**src/rtl/ocpf_pkg.sv**
```systemverilog
package ocpf_pkg;

    // register byte offsets
    localparam logic [11:0] CTRL_OFFSET      = 12'h000;
    localparam logic [11:0] STATUS_OFFSET    = 12'h004;
    localparam logic [11:0] NXM_COUNT_OFFSET = 12'h008;

    // control field positions and reset values
    localparam int          CTRL_LAYOUT_BIT   = 0;
    localparam int          CTRL_NARROW_LSB   = 1;
    localparam logic        LAYOUT_RESET      = 1'h0;
    localparam logic [1:0]  NARROW_RESET      = 2'h0;

    // status field positions
    localparam int          STATUS_DONE_BIT   = 0;
    localparam int          STATUS_HOLD_BIT   = 1;
    localparam int          STATUS_PROBE_BIT  = 2;
    localparam int          STATUS_BEAT_LSB   = 3;

    // address layouts and narrow-bus settings
    localparam logic        LAYOUT_BANK       = 1'h0;
    localparam logic        LAYOUT_PAGE       = 1'h1;
    localparam logic [1:0]  NARROW_FULL       = 2'h0;
    localparam logic [1:0]  NARROW_NO_BIT0    = 2'h1;
    localparam logic [1:0]  NARROW_ILLEGAL    = 2'h2;
    localparam logic [1:0]  NARROW_NO_BITS    = 2'h3;

    // highest usable physical address bit per setting
    localparam logic [5:0]  MAXPA_BANK_FULL   = 6'h2A;
    localparam logic [5:0]  MAXPA_PAGE_FULL   = 6'h26;
    localparam logic [5:0]  MAXPA_NO_BIT0     = 6'h24;
    localparam logic [5:0]  MAXPA_NO_BITS     = 6'h22;

    // command codes
    localparam logic [4:0]  CMD_IDLE_ZERO     = 5'h00;
    localparam logic [4:0]  CMD_NONZERO_IDLE  = 5'h02;

    // packet shape and timing
    localparam int          BEATS_PER_PACKET  = 4;
    localparam int          RESET_IDLE_BEATS  = 16;
    localparam int          PA_WIDTH          = 44;

    typedef enum {
        PKT_ZERO,
        PKT_IDLE,
        PKT_CMD
    } ocpf_kind_t;

endpackage

```
**src/rtl/ocpf_formatter.sv**
```systemverilog
`timescale 1ns/1ns

module ocpf_formatter #(
    parameter int unsigned PADDR_W          = 12,
    parameter int unsigned RESET_IDLE_BEATS = ocpf_pkg::RESET_IDLE_BEATS
) (
    // clock and reset
    input  wire logic                  ref_clk,
    input  wire logic                  rst_n,
    // apb slave
    input  wire logic                  psel,
    input  wire logic                  penable,
    input  wire logic                  pwrite,
    input  wire logic [PADDR_W-1:0]    paddr,
    input  wire logic [31:0]           pwdata,
    output logic      [31:0]           prdata,
    output logic                       pready,
    output logic                       pslverr,
    // transaction request
    input  wire logic                  reqValid,
    output logic                       reqReady,
    input  wire logic [4:0]            reqCommand,
    input  wire logic [43:0]           reqAddr,
    input  wire logic [2:0]            reqId,
    input  wire logic [7:0]            reqMask,
    input  wire logic                  reqMemory,
    input  wire logic                  reqSpec,
    input  wire logic                  reqSpecConfirm,
    // probe results
    input  wire logic                  probeValid,
    output logic                       probeReady,
    input  wire logic                  probeMiss,
    input  wire logic                  probeHitNoMove,
    // nonexistent memory report
    output logic                       nxmValid,
    output logic      [2:0]            nxmId,
    // link
    input  wire logic                  fwdClk,
    output logic      [14:0]           outboundCmdAddrBus_n
);

    if (PADDR_W < 4 || RESET_IDLE_BEATS < 1 || RESET_IDLE_BEATS > 65535) begin : g_check
        $error("ocpf_formatter: unsupported parameter value");
    end

    localparam logic [15:0] IDLE_BEATS = 16'(RESET_IDLE_BEATS);
    localparam logic [1:0]  LAST_BEAT  = 2'(ocpf_pkg::BEATS_PER_PACKET - 1);

    // registers
    logic                  layoutReg;
    logic [1:0]            narrowReg;
    logic [15:0]           nxmCountReg;
    logic [31:0]           prdataReg;
    logic                  preadyReg;
    logic                  pslverrReg;
    // link edge detection
    logic                  fwdSync1Reg;
    logic                  fwdSync2Reg;
    logic                  fwdPrevReg;
    logic                  linkEdge;
    // packet sequencing
    logic [1:0]            beatReg;
    logic [15:0]           edgeCountReg;
    logic                  resetDoneReg;
    logic                  startPkt;
    ocpf_pkg::ocpf_kind_t  kindReg;
    ocpf_pkg::ocpf_kind_t  curKind;
    logic [1:0]            curBeat;
    // held request
    logic                  holdFullReg;
    logic                  reqReadyReg;
    logic [4:0]            holdCmdReg;
    logic [43:0]           holdAddrReg;
    logic [2:0]            holdIdReg;
    logic [7:0]            holdMaskReg;
    logic                  holdRvReg;
    // packet in flight
    logic [4:0]            pktCmdReg;
    logic [43:0]           pktAddrReg;
    logic [2:0]            pktIdReg;
    logic [7:0]            pktMaskReg;
    logic                  pktRvReg;
    logic                  pktLayoutReg;
    logic [1:0]            pktNarrowReg;
    logic [4:0]            curCmd;
    logic [43:0]           curAddr;
    logic [2:0]            curId;
    logic [7:0]            curMask;
    logic                  curRv;
    logic                  curLayout;
    logic [1:0]            curNarrow;
    // probe result
    logic                  probePendReg;
    logic                  probeMissReg;
    logic                  probeNoMoveReg;
    logic                  probeReadyReg;
    logic                  m1UsedReg;
    logic                  useM1;
    logic                  useM2;
    // misc
    logic                  nxmValidReg;
    logic [2:0]            nxmIdReg;
    logic [14:0]           busReg;
    logic [14:0]           busNext;
    logic [5:0]            maxPa;
    logic                  overLimit;
    logic                  reqTake;
    logic                  apbDone;
    logic                  apbLoad;

    // beat word, positive logic, before narrowing
    function automatic logic [14:0] beatWord(
        input logic [1:0]  beat,
        input logic        layout,
        input logic        m,
        input logic        ch,
        input logic        rv,
        input logic [4:0]  cmd,
        input logic [7:0]  mask,
        input logic [2:0]  id,
        input logic [43:0] pa
    );
        logic [14:0] w;
        w = '0;
        if (layout == ocpf_pkg::LAYOUT_BANK) begin
            case (beat)
                2'h0: w = {m, cmd, pa[34:28], pa[36], pa[38]};
                2'h1: w = {pa[27:22], pa[12:6], pa[35], pa[37]};
                2'h2: w = {m, mask, ch, id, pa[40], pa[42]};
                default: w = {rv, pa[21:13], pa[5:3], pa[39], pa[41]};
            endcase
        end else begin
            case (beat)
                2'h0: w = {m, cmd, pa[31:25], pa[32], pa[33]};
                2'h1: w = {pa[24:12], pa[11], pa[34]};
                2'h2: w = {m, mask, ch, id, pa[35], pa[37]};
                default: w = {rv, pa[34:32], pa[11:3], pa[36], pa[38]};
            endcase
        end
        return w;
    endfunction

    // address limit from current configuration
    always_comb begin
        if (narrowReg == ocpf_pkg::NARROW_NO_BITS) begin
            maxPa = ocpf_pkg::MAXPA_NO_BITS;
        end else if (narrowReg == ocpf_pkg::NARROW_NO_BIT0) begin
            maxPa = ocpf_pkg::MAXPA_NO_BIT0;
        end else if (layoutReg == ocpf_pkg::LAYOUT_PAGE) begin
            maxPa = ocpf_pkg::MAXPA_PAGE_FULL;
        end else begin
            maxPa = ocpf_pkg::MAXPA_BANK_FULL;
        end
    end

    assign overLimit = reqMemory && ((reqAddr >> (maxPa + 6'h01)) != 44'h0);
    assign reqTake   = reqValid && reqReadyReg;

    // forwarded clock: two-stage sync, then rising-edge detect
    always_ff @(posedge ref_clk or negedge rst_n) begin
        if (!rst_n) begin
            fwdSync1Reg <= 1'b0;
            fwdSync2Reg <= 1'b0;
            fwdPrevReg  <= 1'b0;
        end else begin
            fwdSync1Reg <= fwdClk;
            fwdSync2Reg <= fwdSync1Reg;
            fwdPrevReg  <= fwdSync2Reg;
        end
    end

    assign linkEdge = fwdSync2Reg && !fwdPrevReg;
    assign startPkt = linkEdge && (beatReg == LAST_BEAT);
    assign curBeat  = startPkt ? 2'h0 : beatReg + 2'h1;

    // beat counter and reset-period tracking
    always_ff @(posedge ref_clk or negedge rst_n) begin
        if (!rst_n) begin
            beatReg      <= LAST_BEAT;
            edgeCountReg <= 16'h0000;
            resetDoneReg <= 1'b0;
        end else if (linkEdge) begin
            beatReg <= curBeat;
            if (edgeCountReg != IDLE_BEATS) begin
                edgeCountReg <= edgeCountReg + 16'h0001;
            end
            // only switch at a packet boundary; sticky afterwards
            if (startPkt && edgeCountReg == IDLE_BEATS) begin
                resetDoneReg <= 1'b1;
            end
        end
    end

    // packet source: new packet at its first beat, else the latched one
    always_comb begin
        if (!startPkt) begin
            curKind = kindReg;
        end else if (!resetDoneReg) begin
            curKind = ocpf_pkg::PKT_ZERO;
        end else if (holdFullReg) begin
            curKind = ocpf_pkg::PKT_CMD;
        end else begin
            curKind = ocpf_pkg::PKT_IDLE;
        end
        curLayout = startPkt ? layoutReg : pktLayoutReg;
        curNarrow = startPkt ? narrowReg : pktNarrowReg;
        if (startPkt && curKind == ocpf_pkg::PKT_CMD) begin
            curCmd  = holdCmdReg;
            curAddr = holdAddrReg;
            curId   = holdIdReg;
            curMask = holdMaskReg;
            curRv   = holdRvReg;
        end else if (startPkt) begin
            curCmd  = ocpf_pkg::CMD_NONZERO_IDLE;
            curAddr = 44'h0;
            curId   = 3'h0;
            curMask = 8'h00;
            curRv   = 1'b1;
        end else begin
            curCmd  = pktCmdReg;
            curAddr = pktAddrReg;
            curId   = pktIdReg;
            curMask = pktMaskReg;
            curRv   = pktRvReg;
        end
    end

    // probe miss takes the first free miss-flag slot; a hit can take only the second
    assign useM1 = linkEdge && curBeat == 2'h0 && curKind != ocpf_pkg::PKT_ZERO
                   && probePendReg && probeMissReg;
    assign useM2 = linkEdge && curBeat == 2'h2 && curKind != ocpf_pkg::PKT_ZERO
                   && probePendReg && !m1UsedReg;

    always_comb begin
        busNext = beatWord(curBeat, curLayout, useM1 || useM2, useM2 && probeNoMoveReg,
                           curRv, curCmd, curMask, curId, curAddr);
        if (curKind == ocpf_pkg::PKT_ZERO) begin
            busNext = 15'h0000;
        end else if (curNarrow == ocpf_pkg::NARROW_NO_BITS) begin
            busNext[1:0] = 2'h0;
        end else if (curNarrow == ocpf_pkg::NARROW_NO_BIT0) begin
            busNext[0] = 1'b0;
        end
    end

    // flop holds pin levels, so the bus leaves a register; reset is the zero idle
    always_ff @(posedge ref_clk or negedge rst_n) begin
        if (!rst_n) begin
            busReg <= 15'h7FFF;
        end else if (linkEdge) begin
            busReg <= ~busNext;
        end
    end

    assign outboundCmdAddrBus_n = busReg;

    // latch packet contents at its first beat
    always_ff @(posedge ref_clk or negedge rst_n) begin
        if (!rst_n) begin
            kindReg      <= ocpf_pkg::PKT_ZERO;
            pktCmdReg    <= ocpf_pkg::CMD_IDLE_ZERO;
            pktAddrReg   <= 44'h0;
            pktIdReg     <= 3'h0;
            pktMaskReg   <= 8'h00;
            pktRvReg     <= 1'b0;
            pktLayoutReg <= ocpf_pkg::LAYOUT_RESET;
            pktNarrowReg <= ocpf_pkg::NARROW_RESET;
        end else if (startPkt) begin
            kindReg      <= curKind;
            pktCmdReg    <= curCmd;
            pktAddrReg   <= curAddr;
            pktIdReg     <= curId;
            pktMaskReg   <= curMask;
            pktRvReg     <= curRv;
            pktLayoutReg <= curLayout;
            pktNarrowReg <= curNarrow;
        end
    end

    // one-deep request holding slot
    always_ff @(posedge ref_clk or negedge rst_n) begin
        if (!rst_n) begin
            holdFullReg <= 1'b0;
            reqReadyReg <= 1'b0;
            holdCmdReg  <= 5'h00;
            holdAddrReg <= 44'h0;
            holdIdReg   <= 3'h0;
            holdMaskReg <= 8'h00;
            holdRvReg   <= 1'b0;
        end else begin
            if (reqTake && !overLimit) begin
                holdFullReg <= 1'b1;
                reqReadyReg <= 1'b0;
                holdCmdReg  <= reqCommand;
                holdAddrReg <= reqAddr;
                holdIdReg   <= reqId;
                holdMaskReg <= reqMask;
                holdRvReg   <= !reqSpec || reqSpecConfirm;
            end else if (startPkt && curKind == ocpf_pkg::PKT_CMD) begin
                holdFullReg <= 1'b0;
                reqReadyReg <= 1'b1;
            end else begin
                reqReadyReg <= !holdFullReg;
            end
        end
    end

    // over-limit accesses never reach the bus
    always_ff @(posedge ref_clk or negedge rst_n) begin
        if (!rst_n) begin
            nxmValidReg <= 1'b0;
            nxmIdReg    <= 3'h0;
            nxmCountReg <= 16'h0000;
        end else begin
            nxmValidReg <= reqTake && overLimit;
            if (reqTake && overLimit) begin
                nxmIdReg    <= reqId;
                nxmCountReg <= nxmCountReg + 16'h0001;
            end
        end
    end

    // single pending probe result
    always_ff @(posedge ref_clk or negedge rst_n) begin
        if (!rst_n) begin
            probePendReg   <= 1'b0;
            probeMissReg   <= 1'b0;
            probeNoMoveReg <= 1'b0;
            probeReadyReg  <= 1'b0;
            m1UsedReg      <= 1'b0;
        end else begin
            if (probeValid && probeReadyReg) begin
                probePendReg   <= 1'b1;
                probeMissReg   <= probeMiss;
                probeNoMoveReg <= probeHitNoMove && !probeMiss;
                probeReadyReg  <= 1'b0;
            end else if (useM1 || useM2) begin
                probePendReg  <= 1'b0;
                probeReadyReg <= 1'b1;
            end else begin
                probeReadyReg <= !probePendReg;
            end
            if (linkEdge && curBeat == 2'h0) begin
                m1UsedReg <= useM1;
            end
        end
    end

    // apb: pready one cycle into the access phase, effect at its edge
    assign apbLoad = psel && penable && !preadyReg;
    assign apbDone = psel && penable && preadyReg;

    always_ff @(posedge ref_clk or negedge rst_n) begin
        if (!rst_n) begin
            preadyReg  <= 1'b0;
            pslverrReg <= 1'b0;
            prdataReg  <= 32'h0000_0000;
        end else begin
            preadyReg  <= apbLoad;
            pslverrReg <= 1'b0;
            prdataReg  <= 32'h0000_0000;
            if (apbLoad) begin
                if (paddr == PADDR_W'(ocpf_pkg::CTRL_OFFSET)) begin
                    prdataReg[ocpf_pkg::CTRL_LAYOUT_BIT] <= layoutReg;
                    prdataReg[ocpf_pkg::CTRL_NARROW_LSB +: 2] <= narrowReg;
                    // illegal narrow code is refused, old value kept
                    pslverrReg <= pwrite && pwdata[ocpf_pkg::CTRL_NARROW_LSB +: 2]
                                  == ocpf_pkg::NARROW_ILLEGAL;
                end else if (paddr == PADDR_W'(ocpf_pkg::STATUS_OFFSET)) begin
                    prdataReg[ocpf_pkg::STATUS_DONE_BIT]  <= resetDoneReg;
                    prdataReg[ocpf_pkg::STATUS_HOLD_BIT]  <= holdFullReg;
                    prdataReg[ocpf_pkg::STATUS_PROBE_BIT] <= probePendReg;
                    prdataReg[ocpf_pkg::STATUS_BEAT_LSB +: 2] <= beatReg;
                    pslverrReg <= pwrite;
                end else if (paddr == PADDR_W'(ocpf_pkg::NXM_COUNT_OFFSET)) begin
                    prdataReg[15:0] <= nxmCountReg;
                    pslverrReg      <= pwrite;
                end else begin
                    pslverrReg <= 1'b1;
                end
            end
        end
    end

    // configuration, applied to the bus from the next packet boundary, to the address limit at once
    always_ff @(posedge ref_clk or negedge rst_n) begin
        if (!rst_n) begin
            layoutReg <= ocpf_pkg::LAYOUT_RESET;
            narrowReg <= ocpf_pkg::NARROW_RESET;
        end else if (apbDone && pwrite && !pslverrReg
                     && paddr == PADDR_W'(ocpf_pkg::CTRL_OFFSET)) begin
            layoutReg <= pwdata[ocpf_pkg::CTRL_LAYOUT_BIT];
            narrowReg <= pwdata[ocpf_pkg::CTRL_NARROW_LSB +: 2];
        end
    end

    assign prdata     = prdataReg;
    assign pready     = preadyReg;
    assign pslverr    = pslverrReg;
    assign reqReady   = reqReadyReg;
    assign probeReady = probeReadyReg;
    assign nxmValid   = nxmValidReg;
    assign nxmId      = nxmIdReg;

endmodule

```
**config.mk**
```make
export PLATFORM = sky130hd
export DESIGN_NAME = ocpf_formatter
export DESIGN_NICKNAME = d
export VERILOG_FILES = /design/src/rtl/ocpf_pkg.sv /design/src/rtl/ocpf_formatter.sv
export SDC_FILE = /design/constraint.sdc
export NUM_CORES = 1
export LEC_CHECK = 0
export ABC_AREA = 1
export BUFFER_PORTS_ARGS = -buffer_cell sky130_fd_sc_hd__buf_2
export CORE_ASPECT_RATIO = 0.5
export CORE_MARGIN = 4
export CORE_UTILIZATION = 30
export DETAILED_ROUTE_END_ITERATION = 10
export HOLD_SLACK_MARGIN = 0.15
export PLACE_DENSITY = 0.5
export SYNTH_ARGS = -nofsm -noshare
export SYNTH_HDL_FRONTEND = slang
export SYNTH_SLANG_ARGS = --single-unit
```
**constraint.sdc**
```tcl
create_clock -name ref_clk -period 2.2 [get_ports ref_clk]
set_clock_uncertainty 0.05 [all_clocks]
set_input_delay 0.11 -clock ref_clk [delete_from_list [all_inputs] [get_ports ref_clk]]
set_output_delay 0.11 -clock ref_clk [all_outputs]
set_load 0.02 [all_outputs]
```
## After elaboration in Yosys (flattened, before gate mapping)

Cells that the tools add are included.

| storage, ports and cells | value |
|---|---|
| output and inout bits | 55 |
| input port bits | 117 |
| bits in registers | 237 |

| cells by class | value |
|---|---|
| reductions and logical operators | 46 |
| shifts and indexed selects | 1 |
| bitwise logic cells | 1 |
| eq/ne operators | 13 |
| multiplexer cells | 45 |
| add/sub/neg operators | 4 |

Operator list:

| kind | number |
|---|---|
| case mux 15 bit (3 select lines) | 2 |
| two-way mux 43 bit | 2 |
| nonzero test 44 bit | 1 |
| >> shifter 44 x 6 -> 44 bit | 1 |
| adder 16 x 1 -> 16 bit, second input constant | 2 |
| equality test 32 x 3 -> 1 bit, second input constant | 1 |
| logical NOT 32 bit | 1 |
| two-way mux 16 bit | 2 |
| two-way mux 32 bit | 1 |
| nonzero test 32 bit | 1 |
| logical AND 1 bit | 26 |
| two-way mux 13 bit | 2 |
| two-way mux 1 bit | 18 |
| equality test 16 x 5 -> 1 bit, second input constant | 1 |
| two-way mux 8 bit | 2 |
| inequality test 16 x 5 -> 1 bit, second input constant | 1 |
| two-way mux 15 bit | 1 |
| two-way mux 5 bit | 3 |
| inverter 15 bit | 1 |
| equality test 12 x 3 -> 1 bit, second input constant | 1 |
| equality test 12 x 4 -> 1 bit, second input constant | 1 |
| logical NOT 12 bit | 1 |
| two-way mux 6 bit | 2 |
| two-way mux 11 bit | 1 |
| other kinds (12) | 35 |

## Logic depth before layout (Yosys ltp)

| logic depth | value |
|---|---|
| depth in word-level cells | 16 |
| gate-level depth with buffers | 16 |
| gate-level depth less buffers | 13 |

## Worst setup path before layout

OpenSTA, ideal clock, no wires.

| timing path | value |
|---|---|
| kind | register to register |
| start point | register beatReg[0] |
| end point | register probePendReg |
| data required time | 2030 ps |
| period minus slack after synthesis | 2065 ps |
| buffers on the path | 4 |
| arrival time | 1895 ps |
| setup time | 120 ps |
| cell stages (with the launch flop) | 11 |
| path slack | 135 ps |
| path through | dfstp_2 ha_1 buf_4 nand3_4 buf_2 buf_4 buf_2 nor3_1 o21ai_0 a21oi_1 inv_1 |

| on the way | value |
|---|---|
| longest elaborated chain between the ends | 10 |
| elaborated cells on any way between the ends | 18 |
| those cells by class | add/sub (1); eq/ne (2); mux (2); reduce/logical (13) |

RTL lines:

| element | RTL line | source |
|---|---|---|
| start: declaration | ocpf_formatter.sv:62 | `logic [1:0] beatReg;` |
| start signal: assignment | ocpf_formatter.sv:183 | `beatReg <= curBeat;` |
| branches (longest 8 deep; another with two-way mux 32 bit) | -- |  |
| logical OR 1 bit (*) | ocpf_formatter.sv:337 | `end else if (useM1 \|\| useM2) begin` |
| nonzero test 2 bit (no source line) (*) | -- |  |
| end signal: assignment | ocpf_formatter.sv:326 | `probePendReg <= 1'b0;` |
| end signal: assignment | ocpf_formatter.sv:333 | `probePendReg <= 1'b1;` |
| end signal: assignment | ocpf_formatter.sv:338 | `probePendReg <= 1'b0;` |
| end: declaration | ocpf_formatter.sv:93 | `logic probePendReg;` |

Mark *: on every way between the ends.
A chain may end at the register's enable or synchronous reset.

## Worst setup path after layout

| timing path | value |
|---|---|
| start point | register beatReg[0] |
| end point | register busReg[2] (netlist: outboundCmdAddrBus_n[2]) |

| on the way | value |
|---|---|
| longest elaborated chain between the ends | 10 |
| elaborated cells on any way between the ends | 21 |
| those cells by class | add/sub (1); eq/ne (4); mux (11); bitwise (1); reduce/logical (4) |

RTL lines:

| element | RTL line | source |
|---|---|---|
| equality test 2 bit | ocpf_formatter.sv:173 | `assign startPkt = linkEdge && (beatReg == LAST_BEAT);` |
| logical AND 1 bit | ocpf_formatter.sv:173 |  |
| two-way mux 32 bit | ocpf_formatter.sv:196 | `if (!startPkt) begin` |
| equality test 32 x 3 -> 1 bit | ocpf_formatter.sv:207 | `if (startPkt && curKind == ocpf_pkg::PKT_CMD) begin` |
| logical AND 1 bit | ocpf_formatter.sv:207 |  |
| two-way mux 43 bit or two-way mux 3 bit (tied branches) | ocpf_formatter.sv:207 |  |
| case mux 15 bit (3 select lines), on equally long branches | ocpf_formatter.sv:126, ocpf_formatter.sv:133 |  |
| two-way mux 15 bit | ocpf_formatter.sv:125 | `if (layout == ocpf_pkg::LAYOUT_BANK) begin` |
| two-way mux 13 bit (*) | ocpf_formatter.sv:237 | `if (curKind == ocpf_pkg::PKT_ZERO) begin` |
| inverter 15 bit (*) | ocpf_formatter.sv:251 | `busReg <= ~busNext;` |
| end signal: assignment | ocpf_formatter.sv:251 |  |
| end: declaration | ocpf_formatter.sv:103 | `logic [14:0] busReg;` |

Every way passes the cells marked *; elsewhere a longest branch is shown, timed or not. The select of a mux whose other input is x is not followed.

==> results.toml <==
[run_status]
outcome = "complete, but fails checks"
violations = "negative setup slack"

[synth]
ys_warn_count = 0
netlist_instances = 1161
post-synth-top-area-cell = "dfrtp_1"
synth_area_per_cell_sq_um = 8.82
synth_ff_type = "dfrtp_1"
synth_top_family_by_area = "simple AND/OR/NAND/NOR gates"
synth_area_sq_um = 10200
seq_area_frac_synth = 0.574
synth.area.mux_share = 0.00110
synth-xor-area-share = 0.0248
ys_ff_latch = 234
yosysUniqueCellTypes = 44
synth_edf_count = 0
synth_top_area_frac = 0.530
async_flop_share = 1.00
yosys.area_share.simple = 0.187
synthTopCellsByArea = "dfrtp_1, nand2_1, o21ai_0, inv_1, dfstp_2"
synth_fa_ha_area_frac = 0.00856
synth_compound_area_frac = 0.114

[floorplanning]
num_rows = 47
num_io_pins = 172
core_sq_um = 33300
die_h_microns = 139
initial_core_util = 0.307
die_area_sq_um = 37300
die_w_microns = 269

[placement]
dp_cells = 1757
dp_hpwl_mm = 20.5
place.port_buffers = 123
dp_slack_ns = -0.223
place.gp.congestion = 0.855

[timing]
rsz0062_at_grt = "true"
layout_setup_ws_ns = -0.00392
maxSlewHeadroom = 0.598
max_freq_mhz = 454
period_needed_ns = 2.20
slew_viol_final = 0
tightest_slew_ns = 0.596
post-route-period-util = 1.00
final_hold_viol_count = 0
finalSetupViolations = 2

[layout]
drive_above_1_share = 0.217
final_common_cell = "nand2_1"
antenna_cells = 0
nets = 1566
finalNonFillerCells = 1900
syn2layout_area_growth_pct = 36.1
regArea_sq_um = 5880
multiInputGateArea_sq_um = 3720
most-common-layout-cells = "nand2_1, dfrtp_1, inv_1"
fillers = 3250

[power]
power_density_nw_per_um2 = 938
seq_power_share = 0.433
ir_drop_v = 0.000455
p_sw_frac = 0.328
p_int_w = 0.00878
power_frac_clock = 0.311
combPwrFrac = 0.256
p_sw_w = 0.00428
leakage_nw = 6.97

[flow_run]
drv_cap = 0

[global_routing]
track_usage = 0.153
gr-usage-met2 = 0.253
use_met1 = 0.200
grt_pass1_wl_mm = 47.4
busiest_layer = "met2"
antenna_found_initial = 1
grt_max_degree = 63
first_global_vias = 9110
grt_overflow = 0
grt_util_met3 = 0.0354

[critical_path]
path_class = "reg2reg"
crit_chain = "ha_4 -> nand3_4 -> buf_12 -> buf_12 -> nand2_4 -> nand4_1 -> nor2_2 -> nand3_4 -> nand2_4 -> inv_6 -> o21ai_2 -> a21oi_1 -> nor2_1"
crit_path_start = "beatReg[0]"
worstReg2RegStart = "beatReg[0]"
worst_ep_required_time_ns = 2.60
endpoint = "outboundCmdAddrBus_n[2]"
r2r_end = "outboundCmdAddrBus_n[2]"
crit_slowest_cell = "dfstp_2"
path_max_fanout = 11
max_stage_delay_ns = 0.56
cp-end-kind = "flip-flop"
r2r_setup_slack_ns = -0.004
cp.arrival_ns = 2.61
rr_worst_depth = 13
startpoint_type = "flip-flop"

[worst_hold_path]
hold_class = "in2reg"

[drt]
ant_nets = 0
drt-total-wl_mm = 29.2
vias = 8715
drcViolationCount = 0
viasPerCell = 4.59
wl_per_cell_microns = 15.4
first_pass_iters = 6
drt-initial-drc-count = 605

[cts]
clock_path_buffers = 3
clockRootBuffer = "clkbuf_16"
clock-sinks = 234
clk_latency_ns = 0.53
cts_made_buffers = 23
path_clk_slew_ns = 0.06
cts_tree = "done"
htree_levels = 1
power by group through the flow:
| stage | registers (W) | logic [W] | clock network, W |
|---|---|---|---|
| after floorplan | 0.00573 | 0.00165 | 0 |
| after global placement | 0.00569 | 0.00294 | 0 |
| after global routing | 0.00575 | 0.00371 | 0.00432 |
| after detailed placement | 0.00571 | 0.00298 | 0 |
| final | 0.00565 | 0.00334 | 0.00407 |
| after CTS | 0.00565 | 0.00319 | 0.00418 |
per-layer routing:
layer / up-vias / wire length [microns]
li1: 4217 / -
met1: 4235 / 13100
met2: 197 / 13600
met3: 64 / 1530
met4: 2 / 952
met5: - / 13
area by class of cell:
type / count / area share
clock buffer: 36 / 0.0484
multi-input combinational: 724 / 0.267
tap: 441 / 0.0396
sequential: 234 / 0.422
timing repair buffer: 304 / 0.174
inverter: 155 / 0.0427
clock inverter: 6 / 0.00638
repair_timing:
action / 4_1_cts / 5_1_grt
setup buffers: 0 / 3
resized for setup: 23 / 68
hold buffers: 95 / 1
pin swaps: 3 / 24
hold endpoints to repair: 310 / 1
cloned: 0 / 2
setup endpoints to repair: 21 / 28
worst max-delay path: cells and delay by family (launching register included):
family | cells | cell delay (ns)
AO/OA/AOI/OAI | 2 | 0.11
adder cells (fa/ha/maj) | 1 | 0.15
flip-flops | 1 | 0.56
AND/OR/NAND/NOR | 7 | 0.83
buffers and inverters | 3 | 0.42
registers in the layout (all words and copies together), names as in the netlist, 2 cells and up:
name	flops
holdAddrReg	40
pktAddrReg	40
kindReg	32
edgeCountReg	16
nxmCountReg	16
prdata	16
outboundCmdAddrBus_n	15
holdMaskReg	8
pktMaskReg	8
holdCmdReg	5
pktCmdReg	5
holdIdReg	3
nxmId	3
pktIdReg	3
beatReg	2
narrowReg	2
pktNarrowReg	2
worst min path at each step:
stage | startpoint | endpoint | slack (ns) | cells past startpoint
CTS | paddr[2] | prdata[2] | 0.15 | 6
global route | fwdClk | fwdSync1Reg | 0.18 | 2
detailed placement | rst_n | prdata[4] | 0.05 | 1
global placement | rst_n | prdata[4] | 0.05 | 1
floorplan | rst_n | edgeCountReg[0] | -0.24 | 0
finish | fwdClk | fwdSync1Reg | 0.17 | 2
synth_stat cells (2+ instances only):
library cell / n
a21boi_0: 5
a21oi_1: 31
a22o_1: 15
a2bb2oi_1: 2
a31oi_1: 6
buf_1: 4
buf_2: 17
buf_4: 18
buf_6: 3
clkbuf_1: 21
dfrtp_1: 217
dfstp_2: 17
ha_1: 7
inv_1: 151
inv_2: 4
nand2_1: 309
nand2_2: 2
nand3_1: 36
nand4_1: 18
nor2_1: 69
nor2_2: 2
nor3_1: 18
nor4_1: 5
o211ai_1: 7
o21ai_0: 118
o21ai_1: 12
o221ai_1: 2
o22a_1: 2
xnor2_1: 3
xor2_1: 26
logic make-up after synthesis:
| logic type | count (synthesis) |
|---|---|
| AO/OA/AOI/OAI | 206 |
| XOR/XNOR | 29 |
| adder cells (fa/ha/maj) | 7 |
| buffers and inverters | 218 |
| flip-flops | 234 |
| multiplexers | 1 |
| other | 1 |
| AND/OR/NAND/NOR | 465 |
per-stage QoR:
step / util / instance area, sq um / setup TNS (ns) / power (W) / hold WS [ns]
after global routing: 0.418 / 13900 / -1.23 / 0.0138 / 0.181
after global placement: 0.355 / 11800 / -1.61 / 0.00863 / 0.0508
final: 0.418 / 13900 / -0.00650 / 0.0131 / 0.174
after detailed placement: 0.355 / 11800 / -2.15 / 0.00869 / 0.0498
after CTS: 0.408 / 13600 / 0 / 0.0130 / 0.153
after floorplan: - / 10300 / 0 / 0.00738 / -0.236
Note: power is estimated with default switching activity, not from simulation.
